===== src/coe_pkg.sv =====
package coe_pkg;
  localparam int NUM_CMP = 2;
  localparam int REG_ADDR_W = 4;
  localparam int REG_DATA_W = 8;
  // register offsets
  localparam logic [3:0] ADDR_CONTROL_0 = 4'h0; // per comparator: +index
  localparam logic [3:0] ADDR_CONTROL_1 = 4'h2;
  localparam logic [3:0] ADDR_FLAG = 4'h4;
  localparam logic [3:0] ADDR_MASK = 4'h5;
  localparam logic [3:0] ADDR_STATUS = 4'h6;
  // control 0 fields
  localparam int C0_ON = 7;
  localparam int C0_INVERT = 4;
  localparam int C0_SPEED = 2;
  localparam int C0_HYST = 1;
  localparam int C0_SYNC = 0;
  // control 1 fields
  localparam int C1_RISE = 7;
  localparam int C1_FALL = 6;
  localparam int C1_PSEL_LO = 4;
  // status fields
  localparam int ST_OUT_LO = 0;
  localparam int ST_GATE_LO = 2;
  localparam logic [7:0] CTRL0_RESET = 8'h00;
  localparam logic [7:0] CTRL1_RESET = 8'h00;
  localparam logic [7:0] ZERO_BYTE = 8'h00;
  typedef enum logic [1:0] {
    COE_POS_PIN,
    COE_POS_DAC,
    COE_POS_FIXED_REF,
    COE_POS_GROUND
  } coe_pos_sel_t;
endpackage


===== src/coe_cmp_event.sv =====
// Chosen here: the plain strobed port and the register offsets.
`timescale 1ns/1ps
module coe_cmp_event
  import coe_pkg::*;
(
  input wire logic clk, // system clock
  input wire logic resetn, // async reset, active low
  input wire logic [coe_pkg::REG_ADDR_W-1:0] regAddr, // register address
  input wire logic [coe_pkg::REG_DATA_W-1:0] regWdata, // write data
  input wire logic regWr, // write strobe
  input wire logic regRd, // read strobe
  output logic [coe_pkg::REG_DATA_W-1:0] regRdata, // read data, one cycle later
  input wire logic [coe_pkg::NUM_CMP-1:0] cmpRaw, // async analog core outputs
  input wire logic timerClkPre, // gate timer source clock after prescaler, async
  input wire logic [0:0] gateSel, // which comparator gates the timer
  output logic [coe_pkg::NUM_CMP-1:0] cmpOut, // observed comparator outputs
  output logic gateSource, // gate signal to gate timer
  output logic [coe_pkg::NUM_CMP-1:0] cmpInputEn, // analog input enables
  output logic [coe_pkg::NUM_CMP-1:0] cmpHysteresisEn, // analog hysteresis enables
  output logic [coe_pkg::NUM_CMP-1:0] cmpSpeedSel, // analog speed select
  output logic [2*coe_pkg::NUM_CMP-1:0] cmpPosInputSel, // 2 bits per comparator
  output logic [coe_pkg::NUM_CMP-1:0] riseEdge, // one-cycle rising pulse
  output logic [coe_pkg::NUM_CMP-1:0] fallEdge, // one-cycle falling pulse
  output logic [coe_pkg::NUM_CMP-1:0] cmpIrqFlag, // sticky flags
  output logic irq // level interrupt
);
  import coe_pkg::*;

  typedef struct packed {
    logic [NUM_CMP-1:0][7:0] ctrl0;
    logic [NUM_CMP-1:0][7:0] ctrl1;
    logic [NUM_CMP-1:0] flag;
    logic [NUM_CMP-1:0] mask;
    logic [NUM_CMP-1:0] raw1;
    logic [NUM_CMP-1:0] raw2;
    logic [NUM_CMP-1:0] tclk1;
    logic [NUM_CMP-1:0] tclk2;
    logic [NUM_CMP-1:0] tclkPrev;
    logic [NUM_CMP-1:0] latched;
    logic [NUM_CMP-1:0] outPrev;
    logic [NUM_CMP-1:0] rise;
    logic [NUM_CMP-1:0] fall;
    logic [7:0] rdata;
  } coe_state_t;

  coe_state_t state_reg;
  coe_state_t state_next;
  logic [NUM_CMP-1:0] observed;

  function automatic logic is_ctrl(input logic [3:0] a, input logic [3:0] base, input int i);
    is_ctrl = (a == (base + 4'(i)));
  endfunction

  // observed output: comparator off reads zero before polarity, so toggling
  // on or polarity still moves it
  generate
    for (genvar i = 0; i < NUM_CMP; i++)
    begin : g_obs
      logic core;
      assign core = state_reg.ctrl0[i][C0_ON] & state_reg.raw2[i];
      assign observed[i] = (state_reg.ctrl0[i][C0_SYNC] ? state_reg.latched[i] : core)
                           ^ state_reg.ctrl0[i][C0_INVERT];
      assign cmpInputEn[i] = state_reg.ctrl0[i][C0_ON];
      assign cmpHysteresisEn[i] = state_reg.ctrl0[i][C0_HYST];
      assign cmpSpeedSel[i] = state_reg.ctrl0[i][C0_SPEED];
      assign cmpPosInputSel[2*i +: 2] = state_reg.ctrl1[i][C1_PSEL_LO +: 2];
    end
  endgenerate

  always_comb
  begin
    state_next = state_reg;
    state_next.raw1 = cmpRaw;
    state_next.raw2 = state_reg.raw1;
    state_next.tclk1 = {NUM_CMP{timerClkPre}};
    state_next.tclk2 = state_reg.tclk1;
    state_next.tclkPrev = state_reg.tclk2;
    state_next.rdata = ZERO_BYTE;
    for (int i = 0; i < NUM_CMP; i++)
    begin
      // latch on the falling edge of the prescaled timer clock; the timer itself
      // counts on the rising edge, so the gate is stable when it counts
      if (state_reg.tclkPrev[i] && !state_reg.tclk2[i])
      begin
        state_next.latched[i] = state_reg.ctrl0[i][C0_ON] & state_reg.raw2[i];
      end
      state_next.outPrev[i] = observed[i];
      state_next.rise[i] = observed[i] & ~state_reg.outPrev[i];
      state_next.fall[i] = ~observed[i] & state_reg.outPrev[i];
    end
    if (regWr)
    begin
      for (int i = 0; i < NUM_CMP; i++)
      begin
        if (is_ctrl(regAddr, ADDR_CONTROL_0, i))
        begin
          state_next.ctrl0[i] = regWdata;
        end
        else if (is_ctrl(regAddr, ADDR_CONTROL_1, i))
        begin
          state_next.ctrl1[i] = regWdata;
        end
      end
      if (regAddr == ADDR_FLAG)
      begin
        state_next.flag = regWdata[NUM_CMP-1:0];
      end
      else if (regAddr == ADDR_MASK)
      begin
        state_next.mask = regWdata[NUM_CMP-1:0];
      end
    end
    if (regRd)
    begin
      for (int i = 0; i < NUM_CMP; i++)
      begin
        if (is_ctrl(regAddr, ADDR_CONTROL_0, i))
        begin
          state_next.rdata = state_reg.ctrl0[i];
        end
        else if (is_ctrl(regAddr, ADDR_CONTROL_1, i))
        begin
          state_next.rdata = state_reg.ctrl1[i];
        end
      end
      if (regAddr == ADDR_FLAG)
      begin
        state_next.rdata[NUM_CMP-1:0] = state_reg.flag;
        // read clears, but a same-cycle set survives below
        state_next.flag = '0;
      end
      else if (regAddr == ADDR_MASK)
      begin
        state_next.rdata[NUM_CMP-1:0] = state_reg.mask;
      end
      else if (regAddr == ADDR_STATUS)
      begin
        state_next.rdata[ST_OUT_LO +: NUM_CMP] = observed;
        state_next.rdata[ST_GATE_LO] = gateSource;
      end
    end
    // set applied last so it beats any clear
    for (int i = 0; i < NUM_CMP; i++)
    begin
      if ((state_reg.rise[i] && state_reg.ctrl1[i][C1_RISE])
          || (state_reg.fall[i] && state_reg.ctrl1[i][C1_FALL]))
      begin
        state_next.flag[i] = 1'b1;
      end
    end
  end

  always_ff @(posedge clk or negedge resetn)
  begin
    if (!resetn)
    begin
      state_reg <= '0;
      for (int i = 0; i < NUM_CMP; i++)
      begin
        state_reg.ctrl0[i] <= CTRL0_RESET;
        state_reg.ctrl1[i] <= CTRL1_RESET;
      end
    end
    else
    begin
      state_reg <= state_next;
    end
  end

  assign cmpOut = observed;
  assign gateSource = observed[gateSel];
  assign riseEdge = state_reg.rise;
  assign fallEdge = state_reg.fall;
  assign cmpIrqFlag = state_reg.flag;
  assign irq = |(state_reg.flag & state_reg.mask);
  assign regRdata = state_reg.rdata;
endmodule


===== config.mk =====
export PLATFORM = sky130hd
export DESIGN_NAME = coe_cmp_event
export DESIGN_NICKNAME = d
export VERILOG_FILES = /design/src/coe_pkg.sv /design/src/coe_cmp_event.sv
export SDC_FILE = /design/constraint.sdc
export NUM_CORES = 1
export LEC_CHECK = 0
export BUFFER_PORTS_ARGS = -buffer_cell sky130_fd_sc_hd__buf_2
export CORE_MARGIN = 2
export CORE_UTILIZATION = 58
export CTS_BUF_LIST = sky130_fd_sc_hd__clkbuf_8
export DETAILED_ROUTE_END_ITERATION = 10
export PLACE_DENSITY = 0.92
export SLEW_MARGIN = 10
export SYNTH_ARGS = -nofsm -noshare
export SYNTH_HDL_FRONTEND = slang
export SYNTH_SLANG_ARGS = --single-unit

===== constraint.sdc =====
create_clock -name clk -period 1.91 [get_ports clk]
set_input_delay 0.0955 -clock clk [delete_from_list [all_inputs] [get_ports clk]]
set_output_delay 0.0955 -clock clk [all_outputs]
set_load 0.05 [all_outputs]

After elaboration in Yosys (flattened, before gate mapping)
Index checks and enable logic that the tools add are counted.
{"block": "totals", "ff_bits": 59, "inputBits": 20, "out_inout_bits": 28, "elab_cells": 79}
{"block": "classes", "magnitude_cmp": 1, "eq_ne": 6, "mux": 22, "bitwise": 16, "reduce_logical": 17}
{"op": "8-bit two-way mux", "count": 5}
{"op": "2-bit two-way mux", "count": 7}
{"op": "4-bit by 3-bit == test with 1-bit output (second input constant)", "count": 3}
{"op": "3-bit AND reduction", "count": 3}
{"op": "4-bit by 2-bit == test with 1-bit output (second input constant)", "count": 2}
{"op": "1-bit two-way mux", "count": 8}
{"op": "1-bit NOT", "count": 7}
{"op": "1-bit AND", "count": 6}
{"op": "1-bit logical AND", "count": 6}
{"op": "4-bit by 1-bit == test with 1-bit output (second input constant)", "count": 1}
{"op": "4-bit zero test", "count": 1}
{"op": "4-bit two-way mux", "count": 1}
{"op": "2-bit AND reduction", "count": 2}
{"op": "3-bit two-way mux", "count": 1}
{"op": "2-bit AND", "count": 1}
{"op": "1-bit zero test", "count": 2}
{"op": "1-bit logical OR", "count": 2}
{"op": "1-bit by 2-bit less-than comparator with 1-bit output (second input constant)", "count": 1}
{"op": "2-bit OR reduction", "count": 1}
{"op": "1-bit bitwise XOR", "count": 2}

Longest topological paths before layout
{"block": "logic_depth", "depth_word": 9, "depth_mapped": 6}

Least setup slack after synthesis
Ideal clock, no wire load.
{"block": "synth_path", "path_kind": "reg-to-output", "start": "register state_reg[50] (netlist name)", "end": "output gateSource", "arrival_time_ns": 1.710, "t_required_ns": 1.814, "slack_ns": 0.104, "path_stages_with_launch": 4, "n_path_buf": 0, "path_cell_list": "dfrtp_1 -> and3_2 -> a211o_4 -> mux2i_1"}
{"block": "synth_via", "elab_chain_cells": 3}
{"element": "start, declared", "line_no": "coe_cmp_event.sv:46", "source": "coe_state_t state_reg;"}
{"element": "start signal, assigned", "line_no": "coe_cmp_event.sv:166", "source": "state_reg <= state_next;"}
{"element": "1-bit bitwise XOR", "line_no": "coe_cmp_event.sv:62", "source": "^ state_reg.ctrl0[i][C0_INVERT];"}
{"element": "1-bit two-way mux (not written as such) (2 in series)", "line_no": "coe_cmp_event.sv:171", "source": "assign gateSource = observed[gateSel];"}
{"element": "end, declared", "line_no": "coe_cmp_event.sv:17", "source": "output logic gateSource,"}
Every way passes these cells. The select of a mux whose other input is x is not followed.

Final worst setup path
{"block": "layout_path", "start": "register state_reg[46] (netlist name)", "end": "output gateSource"}
{"block": "layout_via", "elab_chain_cells": 4}
{"element": "1-bit two-way mux", "line_no": "coe_cmp_event.sv:61", "source": "assign observed[i] = (state_reg.ctrl0[i][C0_SYNC] ? state_reg.latched[i] : core)"}
{"element": "1-bit bitwise XOR", "line_no": "coe_cmp_event.sv:62"}
{"element": "1-bit two-way mux (not written as such) (2 in series)", "line_no": "coe_cmp_event.sv:171"}
Every way passes these cells. The select of a mux whose other input is x is not followed.

==> impl_metrics.env <==
export IMPL_synth_top_family_by_area="multiplexers"
export IMPL_antenna_left=0
export IMPL_diodes=0
export IMPL_area_delta_synth_final_pct=14.1
export IMPL_top_level_ports=48
export IMPL_synthMuxAreaShare_pct=20.1
export IMPL_synth_compound_gate_area_share_pct=7.45
export IMPL_rsz0062_at_grt="no"
export IMPL_final_cell_mix="dfrtp_1, buf_2, mux2_2"
export IMPL_finalSetupViolCount=0
export IMPL_slew_headroom_pct=59.9
export IMPL_pre_cts_ws_ns=0.343
export IMPL_post_cts_buffers=0
export IMPL_worstSetupPathType="flip-flop to primary output"
export IMPL_clkSinkCount=59
export IMPL_synthDistinctLibCells=44
export IMPL_core_area_mm2=0.00469
export IMPL_setup_ws_ns=0.0845
export IMPL_crit_path_start_kind="flip-flop"
export IMPL_insertion_delay_ns=0.34
export IMPL_arrival_ns=1.73
export IMPL_cap_violations=0
export IMPL_period_share_pct=95.6
export IMPL_wl_um=5460
export IMPL_largest_reg_flops=31
export IMPL_synth_edff_count=0
export IMPL_grt_usage_pct=22.7
export IMPL_min_period_ns=1.83
export IMPL_drive_gt1_share_pct=48.6
export IMPL_die_area_mm2=0.00537
export IMPL_synth_simple_area_share_pct=10.6
export IMPL_htree_levels=3
export IMPL_mostFrequentLayoutCell="dfrtp_1"
export IMPL_crit_buf_inv=1
export IMPL_drt_iter0_markers=220
export IMPL_ys_flop_type="dfrtp_1"
export IMPL_cts_clk_slew_worst_paths_ns=0.06
export IMPL_tns_ns=0
export IMPL_outcome="complete, no violations"
export IMPL_numCtsBuffers=9
export IMPL_grt_max_degree=36
export IMPL_cp_end_kind="primary output"
export IMPL_synthesis_nets=230
export IMPL_grt_first_pass_wirelength_um=8850
export IMPL_hpwl_um=3670
export IMPL_synthAdderAreaFrac_pct=0
export IMPL_start_util_pct=59.4
export IMPL_tightestPinTransition_ns=0.602
export IMPL_cpMaxStageDelayCell="dfrtp_1"
export IMPL_peakVddDrop_v=0.000705
export IMPL_grt_pass1_vias=1731
export IMPL_fin_skew_ns=0.00783
export IMPL_cts_tree="built"
export IMPL_p_per_area_mw_per_mm2=1340
export IMPL_final_hold_violation_count=0
export IMPL_grt_antenna_before_repair=0
export IMPL_cts_buffer_depth=2
export IMPL_vias=1790
export IMPL_nets=260
export IMPL_grt_remaining_overflow=0
export IMPL_cts_root_buffer="clkbuf_8"
export IMPL_worstPathRequired_ns=1.81
export IMPL_p_leak_nw=1.47
export IMPL_drc=0
export IMPL_via_per_inst=5.99
export IMPL_die_w_um=73.3
export IMPL_synth_xor_area_share_pct=0
export IMPL_rows=25
export IMPL_wl_per_cell_um=18.3
export IMPL_min_path_type="input pin to flip-flop"
export IMPL_maxSlewViolCount=0
export IMPL_max_freq_mhz=548
export IMPL_drt_pass1_iterations=4
export IMPL_yosysSeqAreaShare_pct=53.0
export IMPL_place_congestion=0.900
export IMPL_syn_inst=210
export IMPL_max_stage_delay_ns=0.44
export IMPL_synthArstFlopShare_pct=100
export IMPL_mappedNetlistArea_mm2=0.00279
export IMPL_synth_seq_cells=59
export IMPL_cpLargestDelayFamily="flip-flops"
export IMPL_syn_avg_cell_area_um2=13.3
export IMPL_num_fill_cells=320
export IMPL_critPathMaxFanout=6
export IMPL_portBuffers=47
export IMPL_crit_chain="and3_2, a211o_4, mux2i_1, clkbuf_4"
export IMPL_die_h_um=73.3
export IMPL_yosysWarnings=0
==> Yosys cell counts, types with 2 or more instances <==
| cell type | instances | share of area (%) |
|---|---|---|
| dfrtp_1 | 59 | 53 |
| mux2_2 | 36 | 15 |
| buf_4 | 27 | 7.3 |
| nor2b_1 | 9 | 2.0 |
| nand2_1 | 7 | 0.94 |
| buf_2 | 6 | 1.1 |
| mux4_2 | 6 | 4.8 |
| nor2_1 | 6 | 0.81 |
| o21ai_0 | 5 | 0.90 |
| a21oi_1 | 4 | 0.72 |
| nand2b_1 | 4 | 0.90 |
| a31oi_1 | 3 | 0.67 |
| nand3b_1 | 3 | 0.81 |
| a222oi_1 | 2 | 0.72 |
| mux2i_1 | 2 | 0.72 |
| nand3_2 | 2 | 0.72 |
| nor3_1 | 2 | 0.36 |
==> metal layers <==
layer | global-route usage (%) | share of wire (%) | up-vias
li1 | - | - | 791
met1 | 29.6 | 42 | 910
met2 | 35.0 | 50 | 75
met5 | 0 | 0 | -
met3 | 5.76 | 5.2 | 14
met4 | 11.9 | 2.3 | 0
==> where the power goes <==
part           switching [mW]  leakage (nW)  internal [mW]
sequential              0.187         0.729           1.49
clock                   0.468         0.133          0.971
combinational           0.738         0.606          0.406
==> stage by stage <==
step                power (mW)  hold WS (ns)  std cells  utilization (%)  instance area [um^2]
finish                    4.26        0.0285        299             67.8                  3180
global route              4.42        0.0225        299             67.8                  3180
CTS                       4.28       0.00540        299             67.7                  3180
detailed placement        2.82         0.123        279             61.3                  2880
global placement          2.78         0.115        279             61.3                  2880
floorplan                 2.68        -0.200        210                -                  2790
==> kinds of logic after synthesis <==
family	Yosys count
AO/OA/AOI/OAI	25
buffers and inverters	35
flip-flops	59
multiplexers	44
AND/OR/NAND/NOR	47
==> final timing paths <==
path | start | to | slack [ns] | depth (start not counted)
max | state_reg[46] | gateSource | 0.08 | 4
min | regRd | cmpIrqFlag[1] | 0.03 | 2
max reg2reg | state_reg[54] | regRdata[2] | 0.36 | 4
min reg2reg | state_next[23] | state_reg[23] | 0.35 | 0
max in group asynchronous | resetn | regRdata[0] | 1.02 | 3
min in group asynchronous | resetn | state_reg[51] | 0.30 | 2
==> repair_timing <==
| action | CTS | global route |
|---|---|---|
| gates resized for setup | 0 | 1 |
| endpoints found under the hold margin | 27 | 0 |
| hold buffers | 4 | 0 |
| setup endpoints to repair | 0 | 1 |
==> final cells by class <==
| type | instances | area, um^2 | share of cell area, % |
|---|---|---|---|
| clock buffer | 12 | 165 | 5.19 |
| clock inverter | 4 | 95.1 | 2.99 |
| inverter | 2 | 12.5 | 0.394 |
| multi-input combinational | 116 | 1060 | 33.5 |
| sequential | 59 | 1480 | 46.4 |
| tap | 54 | 67.6 | 2.13 |
| timing repair buffer | 52 | 298 | 9.37 |
Note: power is estimated with default switching activity, not from simulation.
